<file path="src/logic/ssp_cfg.svh">
// register map, field positions, reset values and divider counts of the serial port
`ifndef SSP_CFG_SVH
`define SSP_CFG_SVH
`define SSP_OFS_MODE 5'h00
`define SSP_OFS_CTRL0 5'h04
`define SSP_OFS_CTRL1 5'h08
`define SSP_OFS_TXBUF 5'h0c
`define SSP_OFS_RXBUF 5'h10
`define SSP_OFS_BRG 5'h14
`define SSP_M_EXT 3
`define SSP_M_STOP 4
`define SSP_M_ODD 5
`define SSP_M_PAR 6
`define SSP_C0_TXEPT 3
`define SSP_C0_RXIM 5
`define SSP_C0_CPL 6
`define SSP_C0_FMT 7
`define SSP_C1_TE 0
`define SSP_C1_TI 1
`define SSP_C1_RE 2
`define SSP_MODE_RST 8'h00
`define SSP_CTRL0_RST 8'h00
`define SSP_BRG_RST 8'h00
`define SSP_PRE_F1 6'h00
`define SSP_PRE_F8 6'h07
`define SSP_PRE_F32 6'h1f
`define SSP_PRE_F64 6'h3f
`define SSP_ASYNC_LAST 4'hf
`define SSP_FRAME_BITS 4'h8
`endif

</file>
<file path="src/logic/ssp_pkg.sv">
// types shared by the serial port
`default_nettype none
package ssp_pkg;
  typedef enum logic [2:0] {
    SSP_MODE_OFF = 3'h0,
    SSP_MODE_SYNC = 3'h1,
    SSP_MODE_UART7 = 3'h4,
    SSP_MODE_UART8 = 3'h5,
    SSP_MODE_UART9 = 3'h6
  } ssp_mode_t;
  typedef enum logic [1:0] {
    SSP_TX_IDLE = 2'b00,
    SSP_TX_SHIFT = 2'b01
  } ssp_tx_st_t;
  typedef struct packed {
    logic read;
    logic write;
    logic [4:0] address;
    logic [31:0] writedata;
    logic [3:0] byteenable;
  } ssp_avs_req_t;
  typedef struct packed {
    logic waitrequest;
    logic [31:0] readdata;
  } ssp_avs_rsp_t;
  typedef struct packed {
    logic rxd;
    logic cts_n;
    logic transfer_clock_in;
    logic external_bit_clock;
  } ssp_pin_in_t;
  typedef struct packed {
    logic txd;
    logic rts_n;
    logic transfer_clock_out;
    logic transfer_clock_oe;
    logic async_bit_tick;
  } ssp_pin_out_t;
  typedef struct packed {
    logic tx_irq_req;
    logic rx_irq_req;
    logic rx_dma_req;
  } ssp_evt_t;
endpackage : ssp_pkg
`default_nettype wire

</file>
<file path="src/logic/ssp_top.sv">
// serial port: clock-synchronous transfer, bit rate divider and avalon register slave
// Overview of operation
// - start sending only with transmit enabled, buffer full and cts low
// - buffer empty flag clears on buffer write, sets when moved to shifter
// - transmit data leaves lsb first, one bit per transfer clock period
// - a started frame ignores enable, buffer flag and cts until it ends
// - start is checked at frame end too, so frames follow without gap
// - register empty flag sets a cycle after frame end, clears on start
// - buffer empty flag rising raises the transmit interrupt request
// - receive enable arms reception, which starts with the first rising transfer clock edge, own or incoming
// - rts high while receive disabled, low when enabled, high at receive start
// - each rising transfer clock edge samples rxd into the receive shifter
// - after eight bits the shifter moves to receive buffer, complete flag sets
// - reading the receive buffer low byte drives rts low again
// - overrun sets on copy with complete flag still set; clears with receive disable
// - complete flag clears on receive buffer read or receive disable
// - framing, parity and error sum flags are inert in synchronous mode
// - receive interrupt on every frame, or only on overrun when selected
// - dma request on every frame, or only error-free frames when selected
// - polarity picks transmit edge and idle level; receive always samples rising
// - bit order flips on buffer access, the shifter never changes
// - asynchronous mode codes select seven, eight or nine data bits; here all three only enable the async bit clock
// - async bit clock is source divided by rate value plus one, then sixteen
// - mode bits hold stop count, parity sense and parity enable
// - mode code one selects synchronous mode with fixed eight bit frames
// - clock sender divides source by rate value plus one, then two
//
// Chosen here: the Avalon-MM interface to the registers and the register addresses.
`include "ssp_cfg.svh"
`default_nettype none
module ssp_top import ssp_pkg::*; (
  // clock and reset
  input wire logic core_clk,
  input wire logic rst,
  // register bus
  input wire ssp_avs_req_t avs_req,
  output var ssp_avs_rsp_t avs_rsp,
  // serial pins
  input wire ssp_pin_in_t pin_in,
  output var ssp_pin_out_t pin_out,
  // requests to interrupt and dma controllers
  output var ssp_evt_t evt
);

  function automatic logic [7:0] ssp_rev8(input logic [7:0] d);
    logic [7:0] r;
    r = 8'h00;
    for (int i = 0; i < 8; i++) begin
      r[i] = d[7 - i];
    end
    return r;
  endfunction : ssp_rev8

  function automatic logic [5:0] ssp_pre_last(input logic [1:0] cs);
    logic [5:0] r;
    r = `SSP_PRE_F1;
    unique case (cs)
      2'b00: r = `SSP_PRE_F1;
      2'b01: r = `SSP_PRE_F8;
      2'b10: r = `SSP_PRE_F32;
      2'b11: r = `SSP_PRE_F64;
    endcase
    return r;
  endfunction : ssp_pre_last

  // pin synchronisers; the third stage only feeds edge detection
  ssp_pin_in_t pin_s1;
  ssp_pin_in_t pin_s2;
  logic clk_s3;
  logic ext_s3;

  always_ff @(posedge core_clk or posedge rst) begin
    if (rst) begin
      pin_s1 <= '1;
      pin_s2 <= '1;
      clk_s3 <= 1'b1;
      ext_s3 <= 1'b1;
    end else begin
      pin_s1 <= pin_in;
      pin_s2 <= pin_s1;
      clk_s3 <= pin_s2.transfer_clock_in;
      ext_s3 <= pin_s2.external_bit_clock;
    end
  end

  // software state
  logic [7:0] mode_reg;
  logic [7:0] ctrl0;
  logic [7:0] brg;
  logic [7:0] tx_buf;
  logic [7:0] rx_buf;
  logic tx_enable_flag;
  logic tx_buffer_empty_flag;
  logic rx_enable_flag;
  logic rx_complete_flag;
  logic overrun_error_flag;
  logic tx_register_empty_flag;

  // mode decode
  wire sync_mode = mode_reg[2:0] == SSP_MODE_SYNC;
  wire async_mode = mode_reg[2:0] == SSP_MODE_UART7 || mode_reg[2:0] == SSP_MODE_UART8
    || mode_reg[2:0] == SSP_MODE_UART9;
  wire ext_sel = mode_reg[`SSP_M_EXT];
  wire master = sync_mode && !ext_sel;
  wire clock_polarity_select = ctrl0[`SSP_C0_CPL];
  wire msb_first = ctrl0[`SSP_C0_FMT];
  wire rx_int_mode = ctrl0[`SSP_C0_RXIM];

  // bus decode
  // a request counts once: waitrequest is low in its answer cycle
  wire acc = (avs_req.read || avs_req.write) && avs_rsp.waitrequest;
  wire wr_go = acc && avs_req.write && avs_req.byteenable[0];
  wire rd_go = acc && avs_req.read;
  wire hit_mode = avs_req.address == `SSP_OFS_MODE;
  wire hit_ctrl0 = avs_req.address == `SSP_OFS_CTRL0;
  wire hit_ctrl1 = avs_req.address == `SSP_OFS_CTRL1;
  wire hit_txbuf = avs_req.address == `SSP_OFS_TXBUF;
  wire hit_rxbuf = avs_req.address == `SSP_OFS_RXBUF;
  wire hit_brg = avs_req.address == `SSP_OFS_BRG;
  wire [7:0] wd = avs_req.writedata[7:0];
  wire txbuf_wr = wr_go && hit_txbuf;
  wire ctrl1_wr = wr_go && hit_ctrl1;
  wire rxbuf_rd = rd_go && hit_rxbuf && avs_req.byteenable[0];
  wire re_set = ctrl1_wr && wd[`SSP_C1_RE] && !rx_enable_flag;
  // error flags of the async receiver read as zero here
  wire [7:0] ctrl1_rd = {3'h0, overrun_error_flag, rx_complete_flag, rx_enable_flag,
    tx_buffer_empty_flag, tx_enable_flag};
  wire [7:0] ctrl0_rd = {ctrl0[7:4], tx_register_empty_flag, ctrl0[2:0]};
  wire [7:0] rxbuf_rd_val = msb_first ? ssp_rev8(rx_buf) : rx_buf;
  // unmapped offsets read zero and still get a normal answer
  wire [7:0] rd_mux = hit_mode ? mode_reg :
    hit_ctrl0 ? ctrl0_rd :
    hit_ctrl1 ? ctrl1_rd :
    hit_rxbuf ? rxbuf_rd_val :
    hit_brg ? brg : 8'h00;

  // bus answer: waitrequest drops for exactly one cycle per access
  always_ff @(posedge core_clk or posedge rst) begin
    if (rst) begin
      avs_rsp.waitrequest <= 1'b1;
      avs_rsp.readdata <= 32'h0;
    end else begin
      avs_rsp.waitrequest <= !acc;
      avs_rsp.readdata <= rd_go ? {24'h0, rd_mux} : 32'h0;
    end
  end

  // configuration registers
  always_ff @(posedge core_clk or posedge rst) begin
    if (rst) begin
      mode_reg <= `SSP_MODE_RST;
      ctrl0 <= `SSP_CTRL0_RST;
      brg <= `SSP_BRG_RST;
      tx_enable_flag <= 1'b0;
      rx_enable_flag <= 1'b0;
    end else if (wr_go) begin
      if (hit_mode) mode_reg <= wd;
      if (hit_ctrl0) ctrl0 <= wd;
      if (hit_brg) brg <= wd;
      if (hit_ctrl1) begin
        tx_enable_flag <= wd[`SSP_C1_TE];
        rx_enable_flag <= wd[`SSP_C1_RE];
      end
    end
  end

  // bit rate generator: prescaler or external clock, then divide by rate value plus one
  // one divider serves both modes, so only one rate exists at a time
  logic [5:0] pre_cnt;
  logic [7:0] brg_cnt;
  logic [3:0] os_cnt;
  logic async_tick;
  wire pre_tick = pre_cnt == ssp_pre_last(ctrl0[1:0]);
  wire ext_rise = pin_s2.external_bit_clock && !ext_s3;
  wire src_tick = ext_sel ? ext_rise : pre_tick;
  wire brg_tick = src_tick && brg_cnt == brg;

  // the prescaler free-runs; a rate value lowered below the running count takes effect only after the counter wraps
  always_ff @(posedge core_clk or posedge rst) begin
    if (rst) begin
      pre_cnt <= 6'h00;
      brg_cnt <= 8'h00;
      os_cnt <= 4'h0;
      async_tick <= 1'b0;
    end else begin
      pre_cnt <= pre_tick ? 6'h00 : pre_cnt + 6'h01;
      if (src_tick) brg_cnt <= brg_tick ? 8'h00 : brg_cnt + 8'h01;
      if (brg_tick && async_mode) os_cnt <= os_cnt + 4'h1;
      async_tick <= brg_tick && async_mode && os_cnt == `SSP_ASYNC_LAST;
    end
  end

  // transfer clock events, from own generator or from the peer
  ssp_tx_st_t tx_st;
  ssp_tx_st_t next_tx_st;
  logic xclk;
  logic xclk_oe;
  // the clock only runs while this end transmits
  wire half_tick = brg_tick && master && tx_st == SSP_TX_SHIFT;
  wire m_rise = half_tick && !xclk;
  wire m_fall = half_tick && xclk;
  wire s_rise = sync_mode && ext_sel && pin_s2.transfer_clock_in && !clk_s3;
  wire s_fall = sync_mode && ext_sel && !pin_s2.transfer_clock_in && clk_s3;
  wire rise_ev = m_rise || s_rise;
  wire fall_ev = m_fall || s_fall;
  wire chg_ev = clock_polarity_select ? rise_ev : fall_ev;

  // idle level follows the polarity one cycle after it changes while no frame runs
  always_ff @(posedge core_clk or posedge rst) begin
    if (rst) begin
      xclk <= 1'b1;
      xclk_oe <= 1'b0;
    end else begin
      xclk_oe <= master;
      if (tx_st != SSP_TX_SHIFT) xclk <= !clock_polarity_select;
      else if (half_tick) xclk <= !xclk;
    end
  end

  // transmitter
  logic [7:0] tx_sh;
  logic [3:0] tx_cnt;
  logic txd;
  logic tend_q;
  logic ti_q;
  wire tend = tx_st == SSP_TX_IDLE;
  wire cts_low = !pin_s2.cts_n;
  // the last bit stays half a period before the frame is closed, a full period with external clock and polarity set
  wire last_ev = (master && clock_polarity_select) ? fall_ev : rise_ev;
  wire tx_done = tx_st == SSP_TX_SHIFT && tx_cnt == `SSP_FRAME_BITS && last_ev;
  wire start_ok = sync_mode && tx_enable_flag && !tx_buffer_empty_flag && cts_low;
  wire tx_load = start_ok && (tend || tx_done);
  wire tx_shift = tx_st == SSP_TX_SHIFT && chg_ev && tx_cnt != `SSP_FRAME_BITS;

  always_comb begin
    next_tx_st = tx_st;
    unique case (tx_st)
      SSP_TX_IDLE: if (tx_load) next_tx_st = SSP_TX_SHIFT;
      SSP_TX_SHIFT: if (tx_done && !tx_load) next_tx_st = SSP_TX_IDLE;
      default: next_tx_st = SSP_TX_IDLE;
    endcase
  end

  // txd keeps its last bit between frames; the peer samples only on clock edges
  always_ff @(posedge core_clk or posedge rst) begin
    if (rst) begin
      tx_st <= SSP_TX_IDLE;
      tx_sh <= 8'h00;
      tx_cnt <= 4'h0;
      txd <= 1'b1;
    end else begin
      tx_st <= next_tx_st;
      if (tx_load) begin
        tx_sh <= tx_buf;
        tx_cnt <= 4'h0;
      end else if (tx_shift) begin
        txd <= tx_sh[0];
        tx_sh <= {1'b0, tx_sh[7:1]};
        tx_cnt <= tx_cnt + 4'h1;
      end
    end
  end

  // transmit buffer and its flags
  always_ff @(posedge core_clk or posedge rst) begin
    if (rst) begin
      tx_buf <= 8'h00;
      tx_buffer_empty_flag <= 1'b1;
      tx_register_empty_flag <= 1'b1;
      tend_q <= 1'b1;
      ti_q <= 1'b1;
    end else begin
      if (txbuf_wr) tx_buf <= msb_first ? ssp_rev8(wd) : wd;
      // new data written in the load cycle must not be marked empty
      if (txbuf_wr) tx_buffer_empty_flag <= 1'b0;
      else if (tx_load) tx_buffer_empty_flag <= 1'b1;
      tend_q <= tend;
      if (tx_load) tx_register_empty_flag <= 1'b0;
      else if (tend && !tend_q) tx_register_empty_flag <= 1'b1;
      ti_q <= tx_buffer_empty_flag;
    end
  end

  // receiver
  logic [7:0] rx_sh;
  logic [2:0] rx_cnt;
  logic rts_n;
  logic rx_irq;
  logic rx_dma;
  logic tx_irq;
  // reception ignores rts: a peer that ignores it is still sampled
  wire rx_take = rise_ev && rx_enable_flag;
  wire rx_last = rx_take && rx_cnt == 3'h7;
  wire [7:0] rx_word = {pin_s2.rxd, rx_sh[7:1]};
  // a read in the same cycle empties the buffer first, so no overrun
  wire overrun = rx_last && rx_complete_flag && !rxbuf_rd;

  always_ff @(posedge core_clk or posedge rst) begin
    if (rst) begin
      rx_sh <= 8'h00;
      rx_cnt <= 3'h0;
      rx_buf <= 8'h00;
    end else if (!rx_enable_flag) begin
      rx_cnt <= 3'h0;
    end else if (rx_take) begin
      rx_sh <= rx_word;
      rx_cnt <= rx_cnt + 3'h1;
      if (rx_last) rx_buf <= rx_word;
    end
  end

  // a new frame always replaces the buffer; overrun only records the loss
  always_ff @(posedge core_clk or posedge rst) begin
    if (rst) begin
      rx_complete_flag <= 1'b0;
      overrun_error_flag <= 1'b0;
    end else if (!rx_enable_flag) begin
      rx_complete_flag <= 1'b0;
      overrun_error_flag <= 1'b0;
    end else begin
      if (rx_last) rx_complete_flag <= 1'b1;
      else if (rxbuf_rd) rx_complete_flag <= 1'b0;
      if (overrun) overrun_error_flag <= 1'b1;
    end
  end

  // request to send
  // disabling receive wins over every other rts cause
  always_ff @(posedge core_clk or posedge rst) begin
    if (rst) begin
      rts_n <= 1'b1;
    end else if (!rx_enable_flag) begin
      rts_n <= !re_set;
    end else if (rx_take && rx_cnt == 3'h0) begin
      rts_n <= 1'b1;
    end else if (rxbuf_rd) begin
      rts_n <= 1'b0;
    end
  end

  // interrupt and dma requests, one-cycle pulses
  // pulses rather than levels: the request bits live in the interrupt controller
  always_ff @(posedge core_clk or posedge rst) begin
    if (rst) begin
      tx_irq <= 1'b0;
      rx_irq <= 1'b0;
      rx_dma <= 1'b0;
    end else begin
      tx_irq <= tx_buffer_empty_flag && !ti_q;
      rx_irq <= rx_last && (!rx_int_mode || overrun);
      rx_dma <= rx_last && (!rx_int_mode || !overrun);
    end
  end

  assign pin_out = '{
    txd: txd,
    rts_n: rts_n,
    transfer_clock_out: xclk,
    transfer_clock_oe: xclk_oe,
    async_bit_tick: async_tick
  };

  assign evt = '{
    tx_irq_req: tx_irq,
    rx_irq_req: rx_irq,
    rx_dma_req: rx_dma
  };

endmodule : ssp_top
`default_nettype wire

</file>
<file path="config.mk">
export PLATFORM = sky130hd
export DESIGN_NAME = ssp_top
export DESIGN_NICKNAME = d
export VERILOG_FILES = /design/src/logic/ssp_pkg.sv /design/src/logic/ssp_top.sv
export VERILOG_INCLUDE_DIRS = /design/src /design/src/logic
export SDC_FILE = /design/constraint.sdc
export NUM_CORES = 1
export LEC_CHECK = 0
export CORE_MARGIN = 2
export CORE_UTILIZATION = 60
export CTS_CLUSTER_DIAMETER = 30
export DETAILED_ROUTE_END_ITERATION = 12
export DONT_BUFFER_PORTS = 1
export PLACE_DENSITY = 0.83
export SLEW_MARGIN = 20
export SYNTH_ARGS = -nofsm -noshare
export SYNTH_HDL_FRONTEND = slang
export SYNTH_SLANG_ARGS = --single-unit
</file>
<file path="constraint.sdc">
create_clock -name core_clk -period 7.2 [get_ports core_clk]
set_input_delay 0.36 -clock core_clk [delete_from_list [all_inputs] [get_ports core_clk]]
set_output_delay 0.36 -clock core_clk [all_outputs]
set_load 0.05 [all_outputs]
</file>
== Word level (Yosys, flattened, before mapping) ==
Cells that the tools add are included.

* Bits of input ports: 49
* Flip-flop bits (word level): 118
* Word-level logic and storage cells: 193
* Output and inout port bits: 41

* Multiplexer cells: 36
* Add/subtract/negate cells: 5
* Bitwise gates (word level): 1
* Equal/unequal tests: 26
* Reduce and logical (&&, ||, !) cells: 84

{| class="wikitable"
|+ Operators with widths
! kind !! number
|-
| 8-bit two-way mux || 11
|-
| 1-bit logical AND || 43
|-
| 6-bit one-hot mux with 4 select lines || 1
|-
| 1-bit zero test || 17
|-
| 1-bit two-way mux || 16
|-
| 2-bit AND reduction || 7
|-
| 3-bit equality test, second input constant || 4
|-
| 5-bit by 4-bit equality test with 1-bit output, second input constant || 2
|-
| 5-bit equality test, second input constant || 2
|-
| 2-bit by 1-bit inequality test with 1-bit output, second input constant || 5
|-
| 4-bit by 1-bit adder with 4-bit output, second input constant || 2
|-
| 8-bit by 1-bit adder with 8-bit output, second input constant || 1
|-
| 4-bit equality test, second input constant || 2
|-
| 8-bit equality test || 1
|-
| 1-bit logical OR || 8
|-
| 4-bit two-way mux || 2
|-
| 2-bit nonzero test || 4
|-
| 6-bit by 1-bit adder with 6-bit output, second input constant || 1
|-
| 6-bit equality test || 1
|-
| 3-bit two-way mux || 2
|-
| 6-bit two-way mux || 1
|-
| 3-bit by 1-bit inequality test with 1-bit output, second input constant || 2
|-
| 5-bit by 3-bit equality test with 1-bit output, second input constant || 1
|-
| 5-bit zero test || 1
|-
| other kinds (11) || 15
|}

== Longest topological paths before layout ==
* Word-level depth: 17
* Depth in mapped cells: 11
* Gate-level depth less buffers: 8

== Worst setup path before layout ==
No wires, ideal clock.

* Path type: register -> register
* From: register mode_reg[2]
* To: register rx_buf[0]
* Arrival: 2012 ps
* Clock period less this slack: 2138 ps
* Cell stages (with the launch flop): 9
* Slack: 5062 ps
* Buffers on the path: 2
* Data required time: 7075 ps
* Library setup time: 125 ps
* Path through: dfrtp_1 -> or3b_4 -> nor4_2 -> a31oi_4 -> nor2b_1 -> buf_4 -> nand2_1 -> buf_6 -> mux2_4

* Longest elaborated chain between the ends: 9
* Elaborated cells between the ends (all ways): 12
* Those cells by class: eq/ne: 1; reduce/logical: 11

{| class="wikitable"
|+ RTL lines
! what !! line !! source
|-
| start: declaration || ssp_top.sv:87 || <nowiki>logic [7:0] mode_reg;</nowiki>
|-
| start signal: assignment || ssp_top.sv:151 || <nowiki>mode_reg <= `SSP_MODE_RST;</nowiki>
|-
| start signal: assignment || ssp_top.sv:157 || <nowiki>if (hit_mode) mode_reg <= wd;</nowiki>
|-
| 3-bit by 1-bit equality test with 1-bit output (*) || ssp_top.sv:100 || <nowiki>wire sync_mode = mode_reg[2:0] == SSP_MODE_SYNC;</nowiki>
|-
| 1-bit logical AND || ssp_top.sv:104 || <nowiki>wire master = sync_mode && !ext_sel;</nowiki>
|-
| 1-bit logical AND (2 in a row) || ssp_top.sv:199 || <nowiki>wire half_tick = brg_tick && master && tx_st == SSP_TX_SHIFT;</nowiki>
|-
| 1-bit logical AND || ssp_top.sv:200 || <nowiki>wire m_rise = half_tick && !xclk;</nowiki>
|-
| 1-bit logical OR (*) || ssp_top.sv:204 || <nowiki>wire rise_ev = m_rise || s_rise;</nowiki>
|-
| 1-bit logical AND (*) || ssp_top.sv:292 || <nowiki>wire rx_take = rise_ev && rx_enable_flag;</nowiki>
|-
| 1-bit logical AND || ssp_top.sv:293 || <nowiki>wire rx_last = rx_take && rx_cnt == 3'h7;</nowiki>
|-
| 3-bit AND reduction (no source line) (*) || - ||
|-
| end signal: assignment || ssp_top.sv:308 || <nowiki>if (rx_last) rx_buf <= rx_word;</nowiki>
|-
| end: declaration || ssp_top.sv:91 || <nowiki>logic [7:0] rx_buf;</nowiki>
|}

Mark *: on every way between the ends. The rest lies on a longest branch, timed or not.
A chain may end at the register's enable or synchronous reset.

== Worst setup path after layout ==
* From: register ctrl0[1]
* To: register rx_buf[5]

* Longest elaborated chain between the ends: 12
* Elaborated cells between the ends (all ways): 15
* Those cells by class: eq/ne: 4; mux: 2; reduce/logical: 9

{| class="wikitable"
|+ RTL lines
! what !! line !! source
|-
| start: declaration || ssp_top.sv:88 || <nowiki>logic [7:0] ctrl0;</nowiki>
|-
| start signal: assignment || ssp_top.sv:152 || <nowiki>ctrl0 <= `SSP_CTRL0_RST;</nowiki>
|-
| start signal: assignment || ssp_top.sv:158 || <nowiki>if (hit_ctrl0) ctrl0 <= wd;</nowiki>
|-
| 2-bit equality test, or another cell as far along || ssp_top.sv:57 || <nowiki>unique case (cs)</nowiki>
|-
| 6-bit one-hot mux with 4 select lines (*) || ssp_top.sv:57 ||
|-
| 6-bit equality test (*) || ssp_top.sv:173 || <nowiki>wire pre_tick = pre_cnt == ssp_pre_last(ctrl0[1:0]);</nowiki>
|-
| 1-bit two-way mux (*) || ssp_top.sv:175 || <nowiki>wire src_tick = ext_sel ? ext_rise : pre_tick;</nowiki>
|-
| 1-bit logical AND (*) || ssp_top.sv:176 || <nowiki>wire brg_tick = src_tick && brg_cnt == brg;</nowiki>
|-
| 1-bit logical AND (*) (2 in a row) || ssp_top.sv:199 ||
|-
| 1-bit logical AND (*) || ssp_top.sv:200 ||
|-
| 1-bit logical OR (*) || ssp_top.sv:204 ||
|-
| 1-bit logical AND (*) || ssp_top.sv:292 ||
|-
| 1-bit logical AND || ssp_top.sv:293 ||
|-
| 3-bit AND reduction (no source line) (*) || - ||
|}

Marked as above.

==> impl_metrics.env <==
export IMPL_hold_start="avs_req[7]"
export IMPL_synth_cell_types=54
export IMPL_hold_end="tx_buf[3]"
export IMPL_grt_max_degree=67
export IMPL_synth_main_ff_cell="dfrtp_1"
export IMPL_synth_seq_cells=115
export IMPL_synth_top_area_share=0.438
export IMPL_seqPwrFrac=0.418
export IMPL_arrival_ns=3.77
export IMPL_finalSetupTns_ns=0
export IMPL_critPathLaunchType="flip-flop"
export IMPL_coreArea_sq_um=9110
export IMPL_met2WireLength_mm=6.08
export IMPL_outcome="complete, no violations"
export IMPL_grt_pass1_vias=3913
export IMPL_fmax_mhz=297
export IMPL_yosysSeqAreaShare=0.524
export IMPL_rsz0062_at_grt="false"
export IMPL_syn_area_sq_um=5540
export IMPL_ctsRootBufferMaster="clkbuf_8"
export IMPL_maxCapViolCount=0
export IMPL_hold_ws_ns=0.0556
export IMPL_area_growth_pct=12.0
export IMPL_dr_max_layer_used="met4"
export IMPL_drtIter0Drc=268
export IMPL_async_flop_share=1.00
export IMPL_avgSynthCellArea_sq_um=10.8
export IMPL_place_congestion=0.845
export IMPL_clock_sinks=115
export IMPL_cts_inserted_buffers=17
export IMPL_vias=3817
export IMPL_final_hold_violation_count=0
export IMPL_path_class="reg -> reg"
export IMPL_met1Wirelength_mm=4.85
export IMPL_die_x_um=100
export IMPL_antenna_found_initial=0
export IMPL_fin_crit_sh=0.468
export IMPL_cts_buffer_depth=2
export IMPL_yosys_warnings=0
export IMPL_hpwlAfterDp_mm=7.70
export IMPL_p_sw_w=0.000519
export IMPL_grt_use_total=0.266
export IMPL_ir_drop_mv=0.158
export IMPL_maxSlewHeadroom=0.347
export IMPL_via_per_inst=5.94
export IMPL_cts_setup_buffers=0
export IMPL_start_util=0.608
export IMPL_combPwrFrac=0.117
export IMPL_clk_latency_ns=0.52
export IMPL_fillers=644
export IMPL_worstPathRequired_ns=7.60
export IMPL_dp_slack_ns=3.82
export IMPL_rrSetupSlack_ns=3.83
export IMPL_regMostFlops="avs_rsp"
export IMPL_firstDrtPassIters=5
export IMPL_wl_met3_um=728
export IMPL_drc=0
export IMPL_synth_most_common_cell="dfrtp_1"
export IMPL_postRouteWirelength_mm=12.1
export IMPL_power_leakage_nw=2.81
export IMPL_setup_ws_ns=3.83
export IMPL_dp_cells=595
export IMPL_tritoncts="built"
export IMPL_htree_levels=4
export IMPL_synth_top_area_cell="dfrtp_1"
export IMPL_hold_depth=2
export IMPL_power_density_nw_per_um2=305
export IMPL_ios=90
export IMPL_instances_no_fill=643
export IMPL_post_drt_wl_per_cell_um=18.8
export IMPL_antennaDiodeCount=0
export IMPL_reg2reg_depth=7
export IMPL_total_power_w=0.00189
export IMPL_switching_share=0.274
export IMPL_internal_power_w=0.00137
export IMPL_r2r_start="ctrl0[1]"
export IMPL_setup_viol=0
export IMPL_largest_reg_flops=9
export IMPL_clkPwrFrac=0.464
export IMPL_hold_path_class="in -> reg"
export IMPL_grt_ovfl_total=0
export IMPL_final_min_clock_period_ns=3.37
export IMPL_portBuffers=0
export IMPL_cp_end_kind="flip-flop"
export IMPL_crit_fanout=12
export IMPL_final_max_slew_viol_count=0
export IMPL_drive_above_1_share=0.184
export IMPL_worst_pin_slew_ns=0.979
export IMPL_die_h_um=100
export IMPL_clkTransAtPathRegs_ns=0.06
export IMPL_finClkSkew_ns=0.00648
export IMPL_r2r_end="rx_buf[5]"
export IMPL_grt_pass1_wl_mm=20.0
export IMPL_synth_edff_count=0
export IMPL_final_nets=576
export IMPL_drtAntennaViolNets=0
export IMPL_synth_common_cells="dfrtp_1, nand2_1, buf_4"
export IMPL_fp_dieArea_sq_um=10000
export IMPL_synthCells=514
export IMPL_synth_area_top_cells="dfrtp_1, dfstp_2, mux2_2"
export IMPL_rows=35
placed cells by master, fill, tap and decap left out, types with 9 or more instances in the layout:
cell type       n
dfrtp_1        97
nand2_1        67
nor2_1         32
o21ai_0        28
mux2_2         27
a21oi_1        25
conb_1         24
mux2i_1        19
dfstp_2        18
clkbuf_16      16
dlygate4sd3_1  16
xnor2_1        13
a22oi_1        12
inv_1           9
how the worst max path moves through the flow:
stage | to | startpoint | cells after the start
final | rx_buf[5] | ctrl0[1] | 7
after global routing | rx_buf[3] | ctrl0[1] | 7
after CTS | rx_buf[5] | ctrl0[1] | 7
after detailed placement | rx_buf[3] | ctrl0[1] | 7
after global placement | rx_buf[1] | ctrl0[0] | 7
after floorplan | async_tick | rst | 1
final cells by class:
| type | count | area (sq um) | area share |
|---|---|---|---|
| clock inverter | 13 | 181 | 0.0293 |
| inverter | 10 | 40.0 | 0.00646 |
| multi-input combinational | 357 | 2320 | 0.375 |
| tap | 111 | 139 | 0.0224 |
| clock buffer | 19 | 442 | 0.0712 |
| sequential | 115 | 2900 | 0.468 |
| timing repair buffer | 18 | 175 | 0.0282 |
per-layer routing:
metal	global-route usage	vias to the layer above
li1	-	1745
met1	0.328	1874
met2	0.441	160
met3	0.0703	38
met4	0.121	0
met5	0	-
logic make-up (layout without fill, tap and decap cells):
logic type,after synthesis,after routing,synth area share
AO/OA/AOI/OAI,86,86,0.0960
flip-flops,115,115,0.524
AND/OR/NAND/NOR,166,166,0.150
multiplexers,53,53,0.108
adder cells (fa/ha/maj),8,8,0.0181
XOR/XNOR,20,20,0.0316
buffers and inverters,65,60,0.0723
other,1,24,0.000677
metrics by stage:
stage                util  cell area [sq um]
floorplan               -               5630
global placement    0.595               5420
detailed placement  0.595               5420
CTS                 0.681               6200
global route        0.681               6200
finish              0.681               6200
power by group through the flow:
stage / clock (W) / sequential (W) / combinational (W)
final: 0.000879 / 0.000792 / 0.000222
after global routing: 0.000921 / 0.000801 / 0.000249
after CTS: 0.000884 / 0.000790 / 0.000223
after detailed placement: 0 / 0.000799 / 0.000211
after global placement: 0 / 0.000795 / 0.000200
after floorplan: 0 / 0.000763 / 0.000216
repair_timing:
action	4_1_cts	5_1_grt
hold buffers	16	0
hold endpoints to repair	74	0
resized for setup	0	0
worst max-delay path, stage by stage, from the launching register on:
cell and delay [ns]:
dfrtp_1 0.48, nor4_1 0.35, nor2_1 0.11, a22oi_2 0.52, a31oi_4 0.33, nor2b_1 0.54, nand2_1 0.49, mux2_4 0.43
Note: power is estimated with default switching activity, not from simulation.
